--- src/ubt_pkg.sv ---
// shared constants and types for the uart baud, framing and transmit block
// ----------------------------------------------------------------------
// ----------------------------------------------------------------------
package ubt_pkg;
  // register byte offsets
  localparam logic [7:0] OFS_MODE = 8'h00;
  localparam logic [7:0] OFS_BAUD = 8'h04;
  localparam logic [7:0] OFS_TXD = 8'h08;
  localparam logic [7:0] OFS_ERR = 8'h0c;
  localparam logic [7:0] OFS_RXD = 8'h10;
  localparam logic [7:0] OFS_FLAG = 8'h14;
  // values after reset
  localparam logic [7:0] RST_MODE = 8'h00;
  localparam logic [6:0] RST_BAUD = 7'h00;
  localparam logic [7:0] RST_BYTE = 8'h00;
  localparam logic [2:0] RST_ERR = 3'h0;
  // field positions
  localparam int MODE_TXE = 7;
  localparam int MODE_RXE = 6;
  localparam int MODE_PAR = 4;
  localparam int MODE_CL = 3;
  localparam int MODE_SL = 2;
  localparam int BAUD_TPS = 4;
  localparam int BAUD_MDL = 0;
  localparam int ERR_PE = 2;
  localparam int ERR_FE = 1;
  localparam int ERR_OVE = 0;
  localparam int FLAG_DONE = 0;
  localparam int FLAG_BUSY = 1;
  // counts: divisor base 16 gives a terminal count of 15 plus k
  localparam logic [4:0] DIV_BASE_LAST = 5'h0f;
  localparam logic [2:0] LAST_BIT_8 = 3'h7;
  localparam logic [2:0] LAST_BIT_7 = 3'h6;
  // parity select codes
  typedef enum logic [1:0] {
    PAR_NONE = 2'h0,
    PAR_ZERO = 2'h1,
    PAR_ODD = 2'h2,
    PAR_EVEN = 2'h3
  } ubt_par_e;
  // frame position, shared by transmitter and receiver
  typedef enum logic [4:0] {
    ST_IDLE = 5'h01,
    ST_START = 5'h02,
    ST_DATA = 5'h04,
    ST_PAR = 5'h08,
    ST_STOP = 5'h10
  } ubt_frm_e;
endpackage : ubt_pkg

--- src/ubt_cfg_if.sv ---
// configuration carried from the register file to the baud and receive logic
`timescale 1ns/10ps
interface ubt_cfg_if;
  import ubt_pkg::*;
  logic [2:0] prescale_sel;
  logic [3:0] divisor_sel;
  ubt_par_e parity_mode;
  logic char8;
  modport src (output prescale_sel, output divisor_sel, output parity_mode, output char8);
  modport dst (input prescale_sel, input divisor_sel, input parity_mode, input char8);
endinterface : ubt_cfg_if

--- src/ubt_baud_gen.sv ---
// baud generator: prescaler plus 5-bit counter, gives a tick every half bit
`timescale 1ns/10ps
module ubt_baud_gen
  import ubt_pkg::*;
(
  input wire logic pclk,
  input wire logic presetn,
  input wire logic restart,
  ubt_cfg_if.dst cfg,
  output logic half_tick
);
  logic [7:0] pre_ff;
  logic [4:0] cnt_ff;
  logic [8:0] pre_last;
  logic [4:0] cnt_last;
  logic fsck_tick;

  // ----------------------------------------------------------------------
  // terminal counts
  // ----------------------------------------------------------------------
  // fsck period is 2^(n+1) pclk cycles, counter wraps after 16+k fsck
  assign pre_last = (9'h002 << cfg.prescale_sel) - 9'h001;
  assign cnt_last = DIV_BASE_LAST + {1'b0, cfg.divisor_sel};
  assign fsck_tick = (pre_ff == pre_last[7:0]);
  // two half ticks make one bit: 2^(n+2)*(16+k) pclk cycles
  assign half_tick = fsck_tick & (cnt_ff == cnt_last);

  // ----------------------------------------------------------------------
  // counters
  // ----------------------------------------------------------------------
  // restart aligns the bit grid to a frame edge
  always_ff @(posedge pclk or negedge presetn) begin
    if (!presetn) begin
      pre_ff <= 8'h00;
      cnt_ff <= 5'h00;
    end else if (restart) begin
      pre_ff <= 8'h00;
      cnt_ff <= 5'h00;
    end else begin
      pre_ff <= fsck_tick ? 8'h00 : pre_ff + 8'h01;
      if (fsck_tick) begin
        cnt_ff <= (cnt_ff == cnt_last) ? 5'h00 : cnt_ff + 5'h01;
      end
    end
  end
endmodule : ubt_baud_gen

--- src/ubt_rx.sv ---
// receiver: samples the serial input, checks parity and stop, keeps errors
`timescale 1ns/10ps
module ubt_rx
  import ubt_pkg::*;
(
  input wire logic pclk,
  input wire logic presetn,
  ubt_cfg_if.dst cfg,
  input wire logic rx_en,
  input wire logic rx_pin,
  input wire logic rd_ack,
  output logic [7:0] rx_data,
  output logic [2:0] rx_err,
  output logic rx_full
);
  logic s1_ff, s2_ff, s3_ff, line_ff;
  ubt_frm_e st_ff;
  logic half_ff, acc_ff;
  logic [2:0] bit_ff;
  logic [7:0] sh_ff;
  logic half_tick, restart, samp, last, pe, done;
  logic [7:0] word;

  // ----------------------------------------------------------------------
  // pin synchroniser
  // ----------------------------------------------------------------------
  // line level moves only when the second and third stages agree
  always_ff @(posedge pclk or negedge presetn) begin
    if (!presetn) begin
      s1_ff <= 1'b1;
      s2_ff <= 1'b1;
      s3_ff <= 1'b1;
      line_ff <= 1'b1;
    end else begin
      s1_ff <= rx_pin;
      s2_ff <= s1_ff;
      s3_ff <= s2_ff;
      if (s2_ff == s3_ff) line_ff <= s3_ff;
    end
  end

  // ----------------------------------------------------------------------
  // decode
  // ----------------------------------------------------------------------
  assign restart = (st_ff == ST_IDLE) & rx_en & ~line_ff;
  assign samp = half_tick & half_ff;
  assign last = bit_ff == (cfg.char8 ? LAST_BIT_8 : LAST_BIT_7);
  // 7-bit data sits high in the shifter; bit 7 returns zero
  assign word = cfg.char8 ? sh_ff : {1'b0, sh_ff[7:1]};
  // zero and none modes never report a parity error
  assign pe = (cfg.parity_mode == PAR_EVEN) ? acc_ff :
              (cfg.parity_mode == PAR_ODD) ? ~acc_ff : 1'b0;
  // only the first stop bit is checked
  assign done = (st_ff == ST_STOP) & samp;

  ubt_baud_gen u_baud (
    .pclk(pclk),
    .presetn(presetn),
    .restart(restart),
    .cfg(cfg),
    .half_tick(half_tick)
  );

  // ----------------------------------------------------------------------
  // frame sequencer
  // ----------------------------------------------------------------------
  // first tick after restart lands mid start bit, then every second one
  always_ff @(posedge pclk or negedge presetn) begin
    if (!presetn) begin
      st_ff <= ST_IDLE;
      half_ff <= 1'b0;
      acc_ff <= 1'b0;
      bit_ff <= 3'h0;
      sh_ff <= RST_BYTE;
    end else if (!rx_en) begin
      st_ff <= ST_IDLE;
    end else begin
      if (half_tick) half_ff <= ~half_ff;
      unique case (st_ff)
        ST_IDLE: begin
          half_ff <= 1'b1;
          acc_ff <= 1'b0;
          bit_ff <= 3'h0;
          if (restart) st_ff <= ST_START;
        end
        ST_START: if (samp) st_ff <= line_ff ? ST_IDLE : ST_DATA;
        ST_DATA: if (samp) begin
          sh_ff <= {line_ff, sh_ff[7:1]};
          acc_ff <= acc_ff ^ line_ff;
          bit_ff <= bit_ff + 3'h1;
          if (last) st_ff <= (cfg.parity_mode == PAR_NONE) ? ST_STOP : ST_PAR;
        end
        ST_PAR: if (samp) begin
          acc_ff <= acc_ff ^ line_ff;
          st_ff <= ST_STOP;
        end
        ST_STOP: if (samp) st_ff <= ST_IDLE;
        default: st_ff <= ST_IDLE;
      endcase
    end
  end

  // ----------------------------------------------------------------------
  // buffer and error status
  // ----------------------------------------------------------------------
  // a new frame replaces all flags; completion wins over a same-cycle read
  always_ff @(posedge pclk or negedge presetn) begin
    if (!presetn) begin
      rx_data <= RST_BYTE;
      rx_err <= RST_ERR;
      rx_full <= 1'b0;
    end else if (done) begin
      rx_data <= word;
      rx_err <= {pe, ~line_ff, rx_full & ~rd_ack};
      rx_full <= 1'b1;
    end else if (rd_ack) begin
      rx_err <= RST_ERR;
      rx_full <= 1'b0;
    end
  end
endmodule : ubt_rx

--- src/ubt_uart_top.sv ---
// uart top: apb register file, transmitter and serial line drivers
`timescale 1ns/10ps
module ubt_uart_top
  import ubt_pkg::*;
(
  input wire logic pclk,
  input wire logic presetn,
  input wire logic psel,
  input wire logic penable,
  input wire logic pwrite,
  input wire logic [7:0] paddr,
  input wire logic [31:0] pwdata,
  output logic [31:0] prdata,
  output logic pready,
  output logic pslverr,
  input wire logic serial_rx_line,
  output logic serial_tx_line,
  output logic transmit_done_irq
);
  // ----------------------------------------------------------------------
  // registers and wires
  // ----------------------------------------------------------------------
  logic [7:1] serial_mode_register_ff;
  logic [6:0] baud_divider_control_ff;
  logic transmit_done_irq_flag_ff;
  ubt_frm_e tx_st_ff, nxt_tx_st;
  logic [7:0] tx_sh_ff, nxt_tx_sh;
  logic [2:0] tx_bit_ff, nxt_tx_bit;
  logic tx_par_ff, nxt_tx_par;
  logic tx_phase_ff, nxt_tx_phase;
  logic tx_stop2_ff, nxt_tx_stop2;
  logic nxt_tx_line;
  logic tx_end;
  logic [7:0] rx_data;
  logic [2:0] rx_err;
  logic rx_full;
  logic tx_tick;

  ubt_cfg_if cfg ();

  // ----------------------------------------------------------------------
  // apb decode
  // ----------------------------------------------------------------------
  logic acc, setup_acc, fire, wr_fire, rd_fire;
  logic sel_mode, sel_baud, sel_txd, sel_err, sel_rxd, sel_flag, mapped;
  logic [31:0] rd_mux;
  assign acc = psel & penable;
  // access phase takes two cycles: pready is raised from a flop
  assign setup_acc = acc & ~pready;
  assign fire = acc & pready;
  assign wr_fire = fire & pwrite;
  assign rd_fire = fire & ~pwrite;
  assign sel_mode = paddr == OFS_MODE;
  assign sel_baud = paddr == OFS_BAUD;
  assign sel_txd = paddr == OFS_TXD;
  assign sel_err = paddr == OFS_ERR;
  assign sel_rxd = paddr == OFS_RXD;
  assign sel_flag = paddr == OFS_FLAG;
  assign mapped = sel_mode | sel_baud | sel_txd | sel_err | sel_rxd | sel_flag;

  // read selection; reserved bits read zero, shift register reads zero
  assign rd_mux = sel_mode ? {24'h000000, serial_mode_register_ff, 1'b0} :
                  sel_baud ? {25'h0000000, baud_divider_control_ff} :
                  sel_err ? {29'h00000000, rx_err} :
                  sel_rxd ? {24'h000000, rx_data} :
                  sel_flag ? {30'h00000000, tx_st_ff != ST_IDLE,
                              transmit_done_irq_flag_ff} :
                  32'h00000000;

  // ----------------------------------------------------------------------
  // configuration fields
  // ----------------------------------------------------------------------
  logic tx_en, rx_en, stop2;
  assign tx_en = serial_mode_register_ff[MODE_TXE];
  assign rx_en = serial_mode_register_ff[MODE_RXE];
  assign stop2 = serial_mode_register_ff[MODE_SL];
  assign cfg.parity_mode = ubt_par_e'(serial_mode_register_ff[MODE_PAR +: 2]);
  assign cfg.char8 = serial_mode_register_ff[MODE_CL];
  assign cfg.prescale_sel = baud_divider_control_ff[BAUD_TPS +: 3];
  assign cfg.divisor_sel = baud_divider_control_ff[BAUD_MDL +: 4];

  // ----------------------------------------------------------------------
  // apb answer
  // ----------------------------------------------------------------------
  // read data and error are caught when pready rises and hold to the fire
  always_ff @(posedge pclk or negedge presetn) begin
    if (!presetn) begin
      pready <= 1'b0;
      prdata <= 32'h00000000;
      pslverr <= 1'b0;
    end else begin
      pready <= setup_acc;
      if (setup_acc) prdata <= pwrite ? 32'h00000000 : rd_mux;
      if (setup_acc) pslverr <= ~mapped;
    end
  end

  // ----------------------------------------------------------------------
  // writable registers
  // ----------------------------------------------------------------------
  // software must keep these still while a frame is on the line
  always_ff @(posedge pclk or negedge presetn) begin
    if (!presetn) begin
      serial_mode_register_ff <= RST_MODE[7:1];
      baud_divider_control_ff <= RST_BAUD;
    end else begin
      if (wr_fire & sel_mode) serial_mode_register_ff <= pwdata[7:1];
      if (wr_fire & sel_baud) baud_divider_control_ff <= pwdata[6:0];
    end
  end

  // ----------------------------------------------------------------------
  // transmit completion flag
  // ----------------------------------------------------------------------
  // write one to clear; a completion in the same cycle wins over the clear
  always_ff @(posedge pclk or negedge presetn) begin
    if (!presetn) begin
      transmit_done_irq_flag_ff <= 1'b0;
      transmit_done_irq <= 1'b0;
    end else begin
      transmit_done_irq <= tx_end;
      if (tx_end) begin
        transmit_done_irq_flag_ff <= 1'b1;
      end else if (wr_fire & sel_flag & pwdata[FLAG_DONE]) begin
        transmit_done_irq_flag_ff <= 1'b0;
      end
    end
  end

  // ----------------------------------------------------------------------
  // transmitter
  // ----------------------------------------------------------------------
  logic tx_load, bit_end, tx_last;
  logic [7:0] tx_word;
  logic tx_par_bit;
  // a byte is taken only with transmit enabled and the shifter idle
  assign tx_load = wr_fire & sel_txd & tx_en & (tx_st_ff == ST_IDLE);
  // 7-bit mode masks bit 7 before it can reach parity or the line
  assign tx_word = cfg.char8 ? pwdata[7:0] : {1'b0, pwdata[6:0]};
  assign tx_par_bit = (cfg.parity_mode == PAR_EVEN) ? ^tx_word :
                      (cfg.parity_mode == PAR_ODD) ? ~^tx_word : 1'b0;
  // two half ticks per bit, counted from the load edge
  assign bit_end = tx_tick & tx_phase_ff;
  assign tx_last = tx_bit_ff == (cfg.char8 ? LAST_BIT_8 : LAST_BIT_7);
  assign tx_end = (tx_st_ff == ST_STOP) & bit_end & (tx_stop2_ff | ~stop2);

  ubt_baud_gen u_tx_baud (
    .pclk(pclk),
    .presetn(presetn),
    .restart(tx_load),
    .cfg(cfg),
    .half_tick(tx_tick)
  );

  // next-state logic of the frame sequencer
  always_comb begin
    nxt_tx_st = tx_st_ff;
    nxt_tx_sh = tx_sh_ff;
    nxt_tx_bit = tx_bit_ff;
    nxt_tx_par = tx_par_ff;
    nxt_tx_stop2 = tx_stop2_ff;
    nxt_tx_phase = tx_tick ? ~tx_phase_ff : tx_phase_ff;
    nxt_tx_line = serial_tx_line;
    unique case (tx_st_ff)
      ST_IDLE: begin
        nxt_tx_line = 1'b1;
        if (tx_load) begin
          nxt_tx_st = ST_START;
          nxt_tx_sh = tx_word;
          nxt_tx_par = tx_par_bit;
          nxt_tx_bit = 3'h0;
          nxt_tx_phase = 1'b0;
          nxt_tx_stop2 = 1'b0;
          nxt_tx_line = 1'b0;
        end
      end
      ST_START: if (bit_end) begin
        nxt_tx_st = ST_DATA;
        nxt_tx_line = tx_sh_ff[0];
        nxt_tx_sh = {1'b0, tx_sh_ff[7:1]};
      end
      ST_DATA: if (bit_end) begin
        nxt_tx_bit = tx_bit_ff + 3'h1;
        nxt_tx_line = tx_sh_ff[0];
        nxt_tx_sh = {1'b0, tx_sh_ff[7:1]};
        if (tx_last) begin
          // no parity: straight to the stop bit
          nxt_tx_st = (cfg.parity_mode == PAR_NONE) ? ST_STOP : ST_PAR;
          nxt_tx_line = (cfg.parity_mode == PAR_NONE) ? 1'b1 : tx_par_ff;
        end
      end
      ST_PAR: if (bit_end) begin
        nxt_tx_st = ST_STOP;
        nxt_tx_line = 1'b1;
      end
      ST_STOP: if (bit_end) begin
        nxt_tx_line = 1'b1;
        nxt_tx_stop2 = 1'b1;
        if (tx_end) nxt_tx_st = ST_IDLE;
      end
      default: begin
        nxt_tx_st = ST_IDLE;
        nxt_tx_line = 1'b1;
      end
    endcase
  end

  // transmitter state; the line itself is a flop
  always_ff @(posedge pclk or negedge presetn) begin
    if (!presetn) begin
      tx_st_ff <= ST_IDLE;
      tx_sh_ff <= RST_BYTE;
      tx_bit_ff <= 3'h0;
      tx_par_ff <= 1'b0;
      tx_phase_ff <= 1'b0;
      tx_stop2_ff <= 1'b0;
      serial_tx_line <= 1'b1;
    end else begin
      tx_st_ff <= nxt_tx_st;
      tx_sh_ff <= nxt_tx_sh;
      tx_bit_ff <= nxt_tx_bit;
      tx_par_ff <= nxt_tx_par;
      tx_phase_ff <= nxt_tx_phase;
      tx_stop2_ff <= nxt_tx_stop2;
      serial_tx_line <= nxt_tx_line;
    end
  end

  // ----------------------------------------------------------------------
  // receiver
  // ----------------------------------------------------------------------
  // reading the receive buffer clears it and the error status
  ubt_rx u_rx (
    .pclk(pclk),
    .presetn(presetn),
    .cfg(cfg),
    .rx_en(rx_en),
    .rx_pin(serial_rx_line),
    .rd_ack(rd_fire & sel_rxd),
    .rx_data(rx_data),
    .rx_err(rx_err),
    .rx_full(rx_full)
  );
endmodule : ubt_uart_top

--- config.mk ---
export PLATFORM = sky130hd
export DESIGN_NAME = ubt_uart_top
export DESIGN_NICKNAME = d
export VERILOG_FILES = /design/src/ubt_pkg.sv /design/src/ubt_cfg_if.sv /design/src/ubt_baud_gen.sv /design/src/ubt_rx.sv /design/src/ubt_uart_top.sv
export SDC_FILE = /design/constraint.sdc
export NUM_CORES = 1
export LEC_CHECK = 0
export BUFFER_PORTS_ARGS = -buffer_cell sky130_fd_sc_hd__buf_2
export CORE_MARGIN = 3
export CORE_UTILIZATION = 30
export CTS_CLUSTER_DIAMETER = 30
export DETAILED_ROUTE_END_ITERATION = 8
export GPL_TIMING_DRIVEN = 0
export PLACE_DENSITY = 0.55
export SYNTH_ARGS = -nofsm -noshare
export SYNTH_HDL_FRONTEND = slang
export SYNTH_SLANG_ARGS = --single-unit
--- constraint.sdc ---
create_clock -name pclk -period 4.24 [get_ports pclk]
set_clock_uncertainty 0.15 [all_clocks]
set_input_delay 0.424 -clock pclk [delete_from_list [all_inputs] [get_ports pclk]]
set_output_delay 0.424 -clock pclk [all_outputs]
set_load 0.02 [all_outputs]
==> results.md <==
* XOR/XNOR Fraction of Synth Area at 6.070%
* DR vias/cell at 4.793
* Port bufs at 33
* Clk root buf: clkbuf_16
* Commonest non-fill, non-tap cells in the layout: 99 x dfrtp_1, 63 x nor2_1, 47 x nand2_1
* FF/Latch Area at 0.002661 mm²
* Die W at 149.1 µm
* Mapped cell area at 0.006142 mm²
* Crit share post-route at 90.16%
* Final setup violation count at 0
* Worst Hold Class: in2async
* Worst path required time at 4.33 ns
* Worst-path fanout max at 9
* Compound-cell area share of the yosys netlist at 11.57%
* P_leak at 3.135 nW
* Crit-path cells: inv_1, ha_1, nor3b_2, xnor2_1, nor4_2, nor2b_1, ha_1, o21ai_0, a221oi_1, nand2b_1, mux2_2
* TNS Setup at 0 ns
* Kind of critical path: reg2reg
* CTS Buffer Depth at 2
* Core Area at 0.01978 mm²
* Startpoint types: flop
* Syn Inst Count at 642
* Critical Path End Type: flop
* Comb power frac at 24.3%
* Global-route wire length before repair at 23,940 µm
* Layout cells sized above 1 at 18.16%
* Largest family of logic cells by synthesized area: simple AND/OR/NAND/NOR gates
* Fin. Hold Viols at 0
* R2R Path End: tx_st_ff[3]
* Die ar. at 0.02223 mm²
* Switching pwr at 0.8683 mW
* FMAX at 0.2616 GHz
* Slowest stage delay, CP at 0.62 ns
* WL/cell at 14.64 µm
* Critical path's top delay family: simple AND/OR/NAND/NOR gates
* Cell variety after synth at 71
* Simple-Gate Fraction of Synth Area at 21.67%
* Worst setup margin at 0.4173 ns
* Worst path depth at 11
* # IOs at 82
* RSZ-0062 raised after global routing: false
* Area Growth Syn to Fin at 14.95%
* Starting Density at 31.05%
* Post-layout instance area at 0.007061 mm²
* Placed Area at 0.006755 mm²
* Worst r2r path cells at 11
* Placed Cells at 964
* Status: finished clean
* Cell row count at 51
* Routability cong. at 0.8171
* # fillers at 2,018
* Area of the multi-input gates at 0.003166 mm²
* Vias at 4,702
* Setup bufs post-CTS at 0
* Critical Path Most Common Cell: ha_1
* PwrDens at 387.3 mW/mm²
* Rel. slew slack at 46.58%
* FF+latch count, synth at 106
* Synthesis Warnings at 0
* Fin util at 35.69%
* Diode count at 0
* Largest net degree at the start of global routing at 60
* Tot Pwr at 2.734 mW
* DRC at 0
* Sequential area share after synthesis at 43.33%
* Worst-Margin Slew at 0.7952 ns
* Clock power share at 31.0%
* CTS sink count at 106
* Reg-to-Reg Start: baud_divider_control_ff[0]
* Final nets at 765
* WP data arrival at 3.91 ns
* CP Buf/Inv Count at 1
* Final worst path period need at 3.823 ns
* CTS tree: built
* Global route overflow at 0
* CTS Buf Count at 9
* Post-synthesis mux area share at 8.861%
* Max-Cap Viols at 0
* Slew Viols, Final at 0
* Routed Antenna Nets at 0
* Internal power at 1.866 mW
* Number of synthesized flops with an enable pin at 0
* Dpl ws at 0.1662 ns
* CP max-delay cell: nor4_2
* H-Tree Depth at 3
* Initial DRC Count at 269
* Worst hold slack at 0.009519 ns
* Die height at 149.1 µm
* Final WL at 14,360 µm
* Sw frac at 31.75%
* Worst VDD drop at 242.4 µV
* Post-Layout Cell Count at 981
* Clock slew at reported path FFs at 0.07 ns
* Pre-antenna DRT Iters at 5
* Ys flop type: dfrtp_1
* DPL Wire Length at 10,410 µm
* Reg power frac at 44.7%
* Mapped Avg Cell Area at 9.567 µm²
* Ys async rst share at 100.0%
* Initial antenna violation count at 0
* Commonest non-fill, non-tap cell in the layout: dfrtp_1
* Adder-cell share of the synthesized area at 1.793%
* Gr usage total at 13.37%
* Setup slack, reg-to-reg at 0.42 ns
* Worst-skew pair later-pin latency at 0.35 ns
* Vias in the first global route at 4,566
==> layer usage <==
metal / track usage, % / vias up / routed length [µm]
met5: 0 / - / 0
met4: 2.609 / 0 / 139
met3: 3.130 / 12 / 615
met2: 20.41 / 96 / 6521
met1: 19.53 / 2227 / 7082
li1: - / 2367 / -
==> cell type report <==
class	count	share of cell area (%)
repair buffers	35	2.906
multi-input cells	482	44.83
inverters	22	1.170
plain buffers	55	4.607
flip-flops and latches	106	37.69
well taps	265	4.696
clock buffers	12	3.349
clock inverters	4	0.7443
==> flip-flops by register name (all words and copies together), names as in the netlist, 5 cells and up <==
register and cells:
u_rx.u_baud.pre_ff 8, baud_divider_control_ff 7, u_rx.u_baud.cnt_ff 5, serial_mode_register_ff 7, tx_st_ff 5, u_rx.sh_ff 8, u_tx_baud.pre_ff 8, tx_sh_ff 8
u_rx.st_ff 5, u_tx_baud.cnt_ff 5, u_rx.rx_data 8, prdata 8
==> what timing repair did <==
item | CTS | global route
resized for setup | 0 | 1
hold buffers | 0 | 1
hold endpoints to repair | 0 | 1
setup endpoints to repair | 0 | 5
==> cells by family (layout without fill, tap and decap cells) <==
group                    Yosys count  in the layout
other                              1             24
flip-flops                       106            106
multiplexers                      51             51
buffers and inverters             77            128
AND/OR/NAND/NOR                  245            245
AO/OA/AOI/OAI                    112            112
adder cells (fa/ha/maj)            9              9
XOR/XNOR                          41             41
==> cells in the mapped netlist (4+ instances only) <==
master | n | area, µm²
ha_1 | 8 | 100.1
xor2_1 | 17 | 148.9
mux2_2 | 27 | 304.0
buf_4 | 26 | 195.2
dfrtp_1 | 99 | 2477
nor2_1 | 63 | 236.5
or4_1 | 6 | 45.04
nand2b_1 | 9 | 56.30
or3_1 | 6 | 37.54
o21ai_0 | 34 | 170.2
xnor2_1 | 23 | 201.4
clkbuf_1 | 22 | 82.58
or4b_1 | 4 | 40.04
dfstp_2 | 7 | 183.9
o41ai_1 | 4 | 35.03
nand3_1 | 30 | 150.1
and3_1 | 14 | 87.58
nor3_1 | 13 | 65.06
a2111oi_0 | 4 | 35.03
inv_1 | 21 | 78.83
nand4_1 | 6 | 37.54
nand3b_1 | 8 | 60.06
mux2i_1 | 24 | 240.2
nand2_1 | 47 | 176.4
a21oi_1 | 34 | 170.2
buf_2 | 4 | 20.02
o31ai_1 | 4 | 30.03
nor2b_1 | 10 | 62.56
a21o_1 | 4 | 30.03
==> worst max path at each step <==
stage | slack (ns) | from | endpoint
CTS | 0.14 | baud_divider_control_ff[0] | tx_st_ff[3]
detailed placement | 0.17 | baud_divider_control_ff[0] | tx_st_ff[3]
global placement | 0.19 | baud_divider_control_ff[0] | tx_st_ff[2]
global route | 0.08 | baud_divider_control_ff[0] | tx_st_ff[3]
finish | 0.42 | baud_divider_control_ff[0] | tx_st_ff[3]
floorplan | 0.87 | baud_divider_control_ff[0] | tx_st_ff[2]
==> power by group through the flow <==
stage               registers, mW  logic [mW]  clock network (mW)
finish                       1.22       0.664               0.849
global route                 1.24       0.756               0.920
CTS                          1.22       0.666               0.873
detailed placement           1.24       0.662                   0
global placement             1.24       0.647                   0
floorplan                    1.22       0.510                   0
Note: power is estimated with default switching activity, not from simulation.
